===== src/fpg_pkg.sv =====
// Package with register map, field layout, reset values and timing counts of the frame pulse generator
package fpg_pkg;

  // System clock rate
  localparam int CLOCK_HZ  = 10_000_000;
  localparam int CLOCK_KHZ = CLOCK_HZ / 1000;

  // Register offsets (byte-wide registers)
  localparam logic [7:0] ADDR_RUN    = 8'h51;
  localparam logic [7:0] ADDR_RATE   = 8'h56;
  localparam logic [7:0] ADDR_SHAPE  = 8'h57;
  localparam logic [7:0] ADDR_OFF_LO = 8'h58;
  localparam logic [7:0] ADDR_OFF_MD = 8'h59;
  localparam logic [7:0] ADDR_OFF_HI = 8'h5a;

  // Reset values
  localparam logic [7:0] RST_RUN    = 8'h04;
  localparam logic [7:0] RST_RATE   = 8'h05;
  localparam logic [7:0] RST_SHAPE  = 8'h23;
  localparam logic [7:0] RST_OFF_LO = 8'h00;
  localparam logic [7:0] RST_OFF_MD = 8'h00;
  localparam logic [7:0] RST_OFF_HI = 8'h00;

  // Implemented bits per register; reserved bits read as zero
  localparam logic [7:0] MASK_RUN    = 8'h04;
  localparam logic [7:0] MASK_RATE   = 8'h07;
  localparam logic [7:0] MASK_SHAPE  = 8'hf3;
  localparam logic [7:0] MASK_OFF_HI = 8'h3f;

  // Field positions
  localparam int RUN_BIT    = 2;
  localparam int RATE_LSB   = 0;
  localparam int STYLE_BIT  = 0;
  localparam int EDGE_BIT   = 1;
  localparam int WIDTH_LSB  = 4;
  localparam int POL_BIT    = 7;
  localparam int COARSE_LSB = 0;

  // Width code that means one cycle of output clock 0
  localparam logic [2:0] WIDTH_CODE_CLK0 = 3'h7;

  // Repetition rates in centihertz, codes 000 to 111
  localparam int RATE_CHZ_0 = 16667;
  localparam int RATE_CHZ_1 = 40000;
  localparam int RATE_CHZ_2 = 100000;
  localparam int RATE_CHZ_3 = 200000;
  localparam int RATE_CHZ_4 = 400000;
  localparam int RATE_CHZ_5 = 800000;
  localparam int RATE_CHZ_6 = 3200000;
  localparam int RATE_CHZ_7 = 6400000;

  // Periods in clock cycles
  localparam int PERIOD_CYC_0 = CLOCK_HZ * 100 / RATE_CHZ_0;
  localparam int PERIOD_CYC_1 = CLOCK_HZ * 100 / RATE_CHZ_1;
  localparam int PERIOD_CYC_2 = CLOCK_HZ * 100 / RATE_CHZ_2;
  localparam int PERIOD_CYC_3 = CLOCK_HZ * 100 / RATE_CHZ_3;
  localparam int PERIOD_CYC_4 = CLOCK_HZ * 100 / RATE_CHZ_4;
  localparam int PERIOD_CYC_5 = CLOCK_HZ * 100 / RATE_CHZ_5;
  localparam int PERIOD_CYC_6 = CLOCK_HZ * 100 / RATE_CHZ_6;
  localparam int PERIOD_CYC_7 = CLOCK_HZ * 100 / RATE_CHZ_7;

  // Pulse widths as frequencies in kHz, codes 000 to 101
  localparam int WIDTH_KHZ_0 = 19440;
  localparam int WIDTH_KHZ_1 = 38880;
  localparam int WIDTH_KHZ_2 = 77760;
  localparam int WIDTH_KHZ_3 = 155520;
  localparam int WIDTH_KHZ_4 = 6480;
  localparam int WIDTH_KHZ_5 = 51840;

  // Width in cycles: rounded down, never under one cycle
  localparam int WIDTH_CYC_0 = (CLOCK_KHZ / WIDTH_KHZ_0 < 1) ? 1 : CLOCK_KHZ / WIDTH_KHZ_0;
  localparam int WIDTH_CYC_1 = (CLOCK_KHZ / WIDTH_KHZ_1 < 1) ? 1 : CLOCK_KHZ / WIDTH_KHZ_1;
  localparam int WIDTH_CYC_2 = (CLOCK_KHZ / WIDTH_KHZ_2 < 1) ? 1 : CLOCK_KHZ / WIDTH_KHZ_2;
  localparam int WIDTH_CYC_3 = (CLOCK_KHZ / WIDTH_KHZ_3 < 1) ? 1 : CLOCK_KHZ / WIDTH_KHZ_3;
  localparam int WIDTH_CYC_4 = (CLOCK_KHZ / WIDTH_KHZ_4 < 1) ? 1 : CLOCK_KHZ / WIDTH_KHZ_4;
  localparam int WIDTH_CYC_5 = (CLOCK_KHZ / WIDTH_KHZ_5 < 1) ? 1 : CLOCK_KHZ / WIDTH_KHZ_5;

  // Fine offset step rates in kHz for the two clock families
  localparam int STEP_KHZ_648  = 207360;
  localparam int STEP_KHZ_1944 = 311040;

  // Coarse offset unit: one 8 kHz cycle
  localparam int COARSE_HZ  = 8000;
  localparam int COARSE_CYC = CLOCK_HZ / COARSE_HZ;

  // Register bus request
  typedef struct packed {
    logic       wr;
    logic       rd;
    logic [7:0] addr;
    logic [7:0] wdata;
  } fpg_bus_t;

  // Decoded configuration handed to the generator
  typedef struct packed {
    logic        run;
    logic [2:0]  rate;
    logic        style;
    logic        sync_falling;
    logic [2:0]  width;
    logic        polarity;
    logic [21:0] offset;
  } fpg_cfg_t;

endpackage


===== src/fpg_regs.sv =====
// Register file of the frame pulse generator with registered read data
`timescale 1ns/1ns

module fpg_regs
(
  input  wire logic              clock,
  input  wire logic              rst,
  input  wire fpg_pkg::fpg_bus_t bus,
  output logic [7:0]             rdata,
  output fpg_pkg::fpg_cfg_t      cfg
);

  logic [7:0] run_ctrl;                 // Run enable holder
  logic [7:0] frame_pulse0_rate;        // Repetition rate
  logic [7:0] frame_pulse0_shape;       // Style, edge, width, polarity
  logic [7:0] frame_pulse0_offset_low;  // Offset bits 7:0
  logic [7:0] frame_pulse0_offset_mid;  // Offset bits 15:8
  logic [7:0] frame_pulse0_offset_high; // Offset bits 21:16
  logic [7:0] next_rdata;               // Read mux output

  // Write enables from address decode
  wire we_run   = bus.wr && (bus.addr == fpg_pkg::ADDR_RUN);
  wire we_rate  = bus.wr && (bus.addr == fpg_pkg::ADDR_RATE);
  wire we_shape = bus.wr && (bus.addr == fpg_pkg::ADDR_SHAPE);
  wire we_lo    = bus.wr && (bus.addr == fpg_pkg::ADDR_OFF_LO);
  wire we_md    = bus.wr && (bus.addr == fpg_pkg::ADDR_OFF_MD);
  wire we_hi    = bus.wr && (bus.addr == fpg_pkg::ADDR_OFF_HI);

  // Register storage; reserved bits are masked off so they always read zero
  always_ff @(posedge clock)
  begin
    if (rst)
    begin
      run_ctrl                 <= fpg_pkg::RST_RUN;
      frame_pulse0_rate        <= fpg_pkg::RST_RATE;
      frame_pulse0_shape       <= fpg_pkg::RST_SHAPE;
      frame_pulse0_offset_low  <= fpg_pkg::RST_OFF_LO;
      frame_pulse0_offset_mid  <= fpg_pkg::RST_OFF_MD;
      frame_pulse0_offset_high <= fpg_pkg::RST_OFF_HI;
    end
    else
    begin
      if (we_run)   run_ctrl                 <= bus.wdata & fpg_pkg::MASK_RUN;
      if (we_rate)  frame_pulse0_rate        <= bus.wdata & fpg_pkg::MASK_RATE;
      if (we_shape) frame_pulse0_shape       <= bus.wdata & fpg_pkg::MASK_SHAPE;
      if (we_lo)    frame_pulse0_offset_low  <= bus.wdata;
      if (we_md)    frame_pulse0_offset_mid  <= bus.wdata;
      if (we_hi)    frame_pulse0_offset_high <= bus.wdata & fpg_pkg::MASK_OFF_HI;
    end
  end

  // Read mux; unmapped addresses answer zero
  always_comb
  begin
    case (bus.addr)
      fpg_pkg::ADDR_RUN:    next_rdata = run_ctrl;
      fpg_pkg::ADDR_RATE:   next_rdata = frame_pulse0_rate;
      fpg_pkg::ADDR_SHAPE:  next_rdata = frame_pulse0_shape;
      fpg_pkg::ADDR_OFF_LO: next_rdata = frame_pulse0_offset_low;
      fpg_pkg::ADDR_OFF_MD: next_rdata = frame_pulse0_offset_mid;
      fpg_pkg::ADDR_OFF_HI: next_rdata = frame_pulse0_offset_high;
      default:              next_rdata = 8'h00;
    endcase
  end

  // Read data stand only in the cycle after the strobe
  always_ff @(posedge clock)
  begin
    if (rst)
      rdata <= 8'h00;
    else
      rdata <= bus.rd ? next_rdata : 8'h00;
  end

  // Field decode into the configuration carrier
  assign cfg.run          = run_ctrl[fpg_pkg::RUN_BIT];
  assign cfg.rate         = frame_pulse0_rate[fpg_pkg::RATE_LSB +: 3];
  assign cfg.style        = frame_pulse0_shape[fpg_pkg::STYLE_BIT];
  assign cfg.sync_falling = frame_pulse0_shape[fpg_pkg::EDGE_BIT];
  assign cfg.width        = frame_pulse0_shape[fpg_pkg::WIDTH_LSB +: 3];
  assign cfg.polarity     = frame_pulse0_shape[fpg_pkg::POL_BIT];
  assign cfg.offset       = {frame_pulse0_offset_high[fpg_pkg::COARSE_LSB +: 6],
                             frame_pulse0_offset_mid, frame_pulse0_offset_low};

endmodule


===== src/fpg_top.sv =====
// Frame pulse generator for frame pulse output 0, with its register port
`timescale 1ns/1ns

module fpg_top
#(
  parameter int PERIOD_CYC_0 = fpg_pkg::PERIOD_CYC_0, // 166.67 Hz period
  parameter int PERIOD_CYC_1 = fpg_pkg::PERIOD_CYC_1, // 400 Hz period
  parameter int PERIOD_CYC_2 = fpg_pkg::PERIOD_CYC_2, // 1 kHz period
  parameter int PERIOD_CYC_3 = fpg_pkg::PERIOD_CYC_3  // 2 kHz period
)
(
  input  wire logic       clock,
  input  wire logic       rst,
  input  wire logic [7:0] reg_addr,
  input  wire logic [7:0] reg_wdata,
  input  wire logic       reg_wr,
  input  wire logic       reg_rd,
  output logic      [7:0] reg_rdata,
  input  wire logic       synth_clock_out0,
  input  wire logic       clock0_sonet_family,
  output logic            frame_pulse_out0
);

  // Pulse sequencer states
  typedef enum logic [1:0] {
    FPG_IDLE,
    FPG_ARM,
    FPG_HIGH
  } fpg_state_t;

  fpg_pkg::fpg_bus_t bus;        // Bundled register request
  fpg_pkg::fpg_cfg_t cfg;        // Decoded configuration
  fpg_state_t        state;      // Pulse sequencer state
  fpg_state_t        next_state; // Its next value
  logic [16:0]       phase;      // Position within the frame period
  logic              clk_lvl;    // Clock-style level
  logic              clk0_q;     // Output clock 0 one cycle ago
  logic [3:0]        wcnt;       // Remaining pulse width cycles
  logic [3:0]        next_wcnt;  // Its next value
  logic              next_out;   // Next output level

  // Period in cycles for a rate code; slow rates come from parameters
  function automatic logic [16:0] period_cycles(input logic [2:0] rate);
    case (rate)
      3'h0:    period_cycles = 17'(PERIOD_CYC_0);
      3'h1:    period_cycles = 17'(PERIOD_CYC_1);
      3'h2:    period_cycles = 17'(PERIOD_CYC_2);
      3'h3:    period_cycles = 17'(PERIOD_CYC_3);
      3'h4:    period_cycles = 17'(fpg_pkg::PERIOD_CYC_4);
      3'h5:    period_cycles = 17'(fpg_pkg::PERIOD_CYC_5);
      3'h6:    period_cycles = 17'(fpg_pkg::PERIOD_CYC_6);
      default: period_cycles = 17'(fpg_pkg::PERIOD_CYC_7);
    endcase
  endfunction

  // Pulse width in cycles for a width code
  function automatic logic [3:0] width_cycles(input logic [2:0] code);
    case (code)
      3'h0:    width_cycles = 4'(fpg_pkg::WIDTH_CYC_0);
      3'h1:    width_cycles = 4'(fpg_pkg::WIDTH_CYC_1);
      3'h2:    width_cycles = 4'(fpg_pkg::WIDTH_CYC_2);
      3'h3:    width_cycles = 4'(fpg_pkg::WIDTH_CYC_3);
      3'h4:    width_cycles = 4'(fpg_pkg::WIDTH_CYC_4);
      3'h5:    width_cycles = 4'(fpg_pkg::WIDTH_CYC_5);
      // Code 110 has no defined width; the shortest pulse is the safe fallback
      default: width_cycles = 4'h1;
    endcase
  endfunction

  // Fine offset in whole clock cycles, rounded down; step depends on clock family
  function automatic logic [16:0] fine_cycles(input logic [15:0] fine, input logic fam1944);
    logic [31:0] prod;
    prod = 32'(fine) * 32'(fpg_pkg::CLOCK_KHZ);
    if (fam1944)
      fine_cycles = 17'(prod / 32'(fpg_pkg::STEP_KHZ_1944));
    else
      fine_cycles = 17'(prod / 32'(fpg_pkg::STEP_KHZ_648));
  endfunction

  // Reduce a cycle count into one frame period
  function automatic logic [16:0] wrap(input logic [17:0] value, input logic [16:0] per);
    wrap = 17'(value % 18'(per));
  endfunction

  // Register request bundle
  assign bus.wr    = reg_wr;
  assign bus.rd    = reg_rd;
  assign bus.addr  = reg_addr;
  assign bus.wdata = reg_wdata;

  // Register file; its read data already come from a flip-flop
  fpg_regs fpg_regs_inst
  (
    .clock (clock),
    .rst   (rst),
    .bus   (bus),
    .rdata (reg_rdata),
    .cfg   (cfg)
  );

  // Frame period and total offset in cycles
  wire [16:0] period    = period_cycles(cfg.rate);
  wire [16:0] half      = period >> 1;
  wire [16:0] fine_cyc  = fine_cycles(cfg.offset[15:0], clock0_sonet_family);
  wire [17:0] coarse_cy = 18'(cfg.offset[21:16]) * 18'(fpg_pkg::COARSE_CYC);
  wire [17:0] off_total = coarse_cy + 18'(fine_cyc);
  wire [16:0] offs_mod  = wrap(off_total, period);
  wire [16:0] mid_mod   = wrap(18'(offs_mod) + 18'(half), period);

  // Frame event: the phase counter reaches the programmed offset
  wire frame_event = (phase == offs_mod);
  wire mid_hit     = (phase == mid_mod);
  wire phase_last  = (phase >= period - 17'h1);

  // Edges of output clock 0; the input is already synchronous to clock
  wire clk0_rise = synth_clock_out0 && !clk0_q;
  wire clk0_fall = !synth_clock_out0 && clk0_q;
  wire sync_hit  = cfg.sync_falling ? clk0_fall : clk0_rise;
  wire width_clk0 = (cfg.width == fpg_pkg::WIDTH_CODE_CLK0);

  // Level before polarity: pulse state or clock-style level
  wire active = cfg.style ? (state == FPG_HIGH) : clk_lvl;

  // Phase counter; wraps early if the rate is shortened while running
  always_ff @(posedge clock)
  begin
    if (rst || !cfg.run)
      phase <= 17'h0;
    else if (phase_last)
      phase <= 17'h0;
    else
      phase <= phase + 17'h1;
  end

  // Clock-style level: high for half a period from each frame event
  always_ff @(posedge clock)
  begin
    if (rst || !cfg.run)
      clk_lvl <= 1'b0;
    else if (frame_event)
      clk_lvl <= 1'b1;
    else if (mid_hit)
      clk_lvl <= 1'b0;
  end

  // Delayed copy of output clock 0 for edge detection
  always_ff @(posedge clock)
  begin
    if (rst)
      clk0_q <= 1'b0;
    else
      clk0_q <= synth_clock_out0;
  end

  // Pulse sequencer: wait for event, wait for sync edge, hold for the width
  always_comb
  begin
    next_state = state;
    next_wcnt  = wcnt;
    case (state)
      FPG_IDLE:
      begin
        if (frame_event)
          next_state = FPG_ARM;
      end
      FPG_ARM:
      begin
        // The pulse always starts on the chosen edge of output clock 0
        if (sync_hit)
        begin
          next_state = FPG_HIGH;
          next_wcnt  = width_cycles(cfg.width) - 4'h1;
        end
      end
      FPG_HIGH:
      begin
        if (width_clk0)
        begin
          // One full cycle of output clock 0 ends at the next same edge
          if (sync_hit)
            next_state = FPG_IDLE;
        end
        else if (wcnt == 4'h0)
          next_state = FPG_IDLE;
        else
          next_wcnt = wcnt - 4'h1;
      end
      default:
      begin
        next_state = FPG_IDLE;
      end
    endcase
    // Clock style or a stopped output leaves the sequencer idle
    if (!cfg.run || !cfg.style)
      next_state = FPG_IDLE;
  end

  // Sequencer registers
  always_ff @(posedge clock)
  begin
    if (rst)
    begin
      state <= FPG_IDLE;
      wcnt  <= 4'h0;
    end
    else
    begin
      state <= next_state;
      wcnt  <= next_wcnt;
    end
  end

  // Output level: polarity applied, forced low while stopped
  assign next_out = cfg.run && (active ^ cfg.polarity);

  // Output flip-flop; low during reset
  always_ff @(posedge clock)
  begin
    if (rst)
      frame_pulse_out0 <= 1'b0;
    else
      frame_pulse_out0 <= next_out;
  end

  // Helper logic for the checks below: cycles since the last event and a
  // flag that the rate or the event position has moved since then, so a
  // reprogramming while running is not flagged
  logic [16:0] gap;
  logic [16:0] hi_cnt;
  logic        seen_event;
  logic        rate_moved;
  logic [2:0]  rate_q;
  logic [16:0] offs_q;

  // Track event spacing, clock-style high time and rate changes
  always_ff @(posedge clock)
  begin
    if (rst || !cfg.run)
    begin
      gap        <= 17'h0;
      hi_cnt     <= 17'h0;
      seen_event <= 1'b0;
      rate_moved <= 1'b0;
      rate_q     <= cfg.rate;
      offs_q     <= offs_mod;
    end
    else
    begin
      rate_q <= cfg.rate;
      offs_q <= offs_mod;
      gap    <= frame_event ? 17'h0 : gap + 17'h1;
      hi_cnt <= clk_lvl ? hi_cnt + 17'h1 : 17'h0;
      if (frame_event)
        seen_event <= 1'b1;
      if (frame_event)
        rate_moved <= 1'b0;
      else if (rate_q != cfg.rate || offs_q != offs_mod)
        rate_moved <= 1'b1;
    end
  end
endmodule


===== config.mk =====
export PLATFORM = sky130hd
export DESIGN_NAME = fpg_top
export DESIGN_NICKNAME = d
export VERILOG_FILES = /design/src/fpg_pkg.sv /design/src/fpg_regs.sv /design/src/fpg_top.sv
export SDC_FILE = /design/constraint.sdc
export NUM_CORES = 1
export LEC_CHECK = 0
export ABC_AREA = 1
export BUFFER_PORTS_ARGS = -buffer_cell sky130_fd_sc_hd__buf_2
export CAP_MARGIN = 10
export CORE_MARGIN = 10
export CORE_UTILIZATION = 30
export DETAILED_ROUTE_END_ITERATION = 6
export PLACE_DENSITY_LB_ADDON = 0.1
export SYNTH_ARGS = -nofsm -noshare
export SYNTH_HDL_FRONTEND = slang
export SYNTH_SLANG_ARGS = --single-unit

===== constraint.sdc =====
create_clock -name clock -period 122.1 [get_ports clock]
set_input_delay 30.525 -clock clock [delete_from_list [all_inputs] [get_ports clock]]
set_output_delay 30.525 -clock clock [all_outputs]
set_load 0.01 [all_outputs]

==> flow_metrics.py <==
metrics = {
    "global_route": {
        "antenna_found_initial": 3,
        "grt_first_pass_wirelength_um": 211100,
        "grt_pass1_vias": 37530,
        "grt_max_degree": 38,
        "grt-ovfl-total": 0,
        "grtUsageTotal": 0.1820,
    },
    "finish": {
        "syn2layout_area_growth_pct": 7.034,
        "drive_above_1_share": 0.1465,
        "nNetsFinal": 6922,
        "fillers": 14520,
        "multi_input_area_um2": 32710,
        "final-seq-area_um2": 1321,
        "final_cell_mix": "1480 x nand2_1, 968 x inv_1, 503 x nor2_1",
        "layout_commonest_cell": "nand2_1",
        "final_cells": 8025,
    },
    "sta": {
        "final.setup_skew_ps": 8.869,
        "min_period_ps": 112870,
        "max-slew-margin-rel": 0.2943,
        "worstMarginPinSlew_ps": 1055,
        "fin_crit_sh": 0.9244,
        "final_max_slew_viol_count": 0,
        "max_freq_ghz": 0.008860,
        "finalSetupViolations": 0,
        "hold_viol_final": 0,
    },
    "die": {
        "dieArea_um2": 143300,
        "rows": 131,
        "fp.dieW_um": 378.6,
        "boundaryPins": 31,
        "die_y_um": 378.6,
        "core_region_area_um2": 127700,
        "initial_utilization": 0.3022,
    },
    "detailed_routing": {
        "drt_wl_total_um": 134600,
        "wl_met3_um": 3234,
        "route.met2.wl_um": 62290,
        "wl_per_cell_um": 16.78,
        "via_count": 38990,
        "first_iter_violations": 2352,
        "m1WireLength_um": 67500,
        "routed.top_layer": "met4",
        "dr.pass1.iters": 6,
        "ant_nets": 0,
        "routed_via_density": 4.858,
        "drc": 0,
    },
    "yosys": {
        "synth.avg_cell_area_um2": 6.120,
        "async_flop_share": 0,
        "synthCells": 6304,
        "post_synth_num_cell_types": 82,
        "synth-seq-cells": 66,
        "synth_ff_type": "dfxtp_1",
        "seq_area_frac_synth": 0.03425,
        "synth_edf_count": 0,
        "synth_area_um2": 38580,
        "yosys_warnings": 0,
    },
    "clock_network": {
        "cts_root_buf": "clkbuf_16",
        "clock_sinks": 66,
        "tritoncts": "done",
        "numCtsBuffers": 9,
        "clockBufferDepth": 2,
        "clk_pin_slew_ps": 60,
        "clk_latency_ps": 350,
        "cts_max_level": 3,
    },
    "job": {
        "drv_cap": 0,
    },
    "place": {
        "place.detailed.hpwl_um": 113500,
        "gp_congestion": 0.8645,
        "dp.cells": 7936,
        "portBuffers": 30,
    },
    "status": {
        "outcome": "completed",
    },
    "worst_setup_path": {
        "critPathMaxFanout": 24,
        "path_common_cell": "nand2_1",
        "cp-start-kind": "input pin",
        "cpMaxStageDelayCell": "a21oi_1",
        "crit_family": "compound AO/OA/AOI/OAI gates",
        "worstSetupPathType": "in2reg",
        "max_stage_delay_ps": 450,
        "cp-end-kind": "flip-flop",
        "required_ps": 122330,
        "path_buf_inv": 87,
        "arrival_ps": 113100,
    },
    "worst_hold_path": {
        "hold_class": "reg2reg",
    },
}
==> cell type report <==
class,instances,area share
multi-input cells,5102,0.7920
inverters,1050,0.09702
well taps,1662,0.05036
flip-flops and latches,66,0.03200
repair buffers,124,0.02103
clock buffers,10,0.005545
clock inverters,6,0.001576
repair inverters,3,0.0003636
diodes,2,0.0001212
==> repair_timing <==
action,in CTS,in global routing
hold buffers,0,0
gates resized for setup,3,87
pin swaps,0,15
gates cloned,0,11
buffers inserted,0,60
endpoints found under the setup margin,1,1
==> cells in the mapped netlist, types with 13 or more instances <==
master	instances	area, µm²
clkbuf_1	33	123.9
a21oi_1	335	1677
nand3_2	116	1161
o31ai_1	22	165.2
buf_12	13	260.3
buf_6	18	202.7
ha_1	500	6256
nand3_1	448	2242
inv_2	53	198.9
xnor2_1	134	1174
nand2_1	1482	5563
a31oi_1	20	125.1
nor2_2	61	381.6
clkbuf_8	14	192.7
xor2_1	254	2225
o21ai_1	20	100.1
fa_1	44	880.8
nand3_4	21	367.9
dfxtp_1	66	1321
nand2_4	110	1239
inv_1	978	3671
nor3_1	54	270.3
or2_2	42	262.8
nor2_4	45	506.7
a21o_1	52	390.4
nand4_1	97	606.8
o21bai_1	47	352.8
nand3b_1	32	240.2
nand2_2	209	1308
o21ai_0	297	1486
nor2_1	508	1907
==> through the flow <==
stage          hold WS [ps]  setup TNS [ps]  setup slack (ps)  cell area (µm²)  utilization
2_1_floorplan         421.7               0             14440            38580            -
3_3_place_gp          457.2               0             493.1            40150       0.3144
3_5_place_dp          457.2          -699.8            -699.8            40150       0.3144
4_1_cts               453.9               0             91.86            40460       0.3168
5_1_grt               493.7          -159.7            -159.7            41290       0.3234
6_report              453.3               0              9228            41290       0.3234
==> kinds of logic after synthesis <==
family,count (synthesis),synth area share
simple gates,3295,0.4374
buf+inv,1145,0.1278
compound gates,863,0.1269
xor+xnor,389,0.08850
fa+ha+maj,544,0.1850
flops,66,0.03425
other cells,2,0.0001947
==> flip-flops by register name, indices dropped and copies added (netlist names), 2 cells and up <==
name and count:
fpg_regs_inst.frame_pulse0_offset_low 8, fpg_regs_inst.frame_pulse0_rate 3, fpg_regs_inst.frame_pulse0_offset_high 6, fpg_regs_inst.frame_pulse0_offset_mid 8, phase 17, state 2
fpg_regs_inst.frame_pulse0_shape 6, wcnt 4, fpg_regs_inst.rdata 8
==> final timing paths <==
check        slack, ps  cells past startpoint          endpoint                                      from
max               9230                    548           clk_lvl                       clock0_sonet_family
min reg2reg        450                      1  frame_pulse_out0       fpg_regs_inst.frame_pulse0_shape[7]
min                450                      1  frame_pulse_out0       fpg_regs_inst.frame_pulse0_shape[7]
max reg2reg      34920                    565           clk_lvl  fpg_regs_inst.frame_pulse0_offset_low[3]
==> routing by layer <==
metal  vias to the layer above  global-route usage
li1                      20520                   -
met1                     17910              0.2575
met2                       501              0.3134
met3                        58            0.004071
met4                         0             0.02358
met5                         -                   0
Power is not shown: default switching activity piles up to over one toggle a cycle in this logic, so the estimate is an artifact.
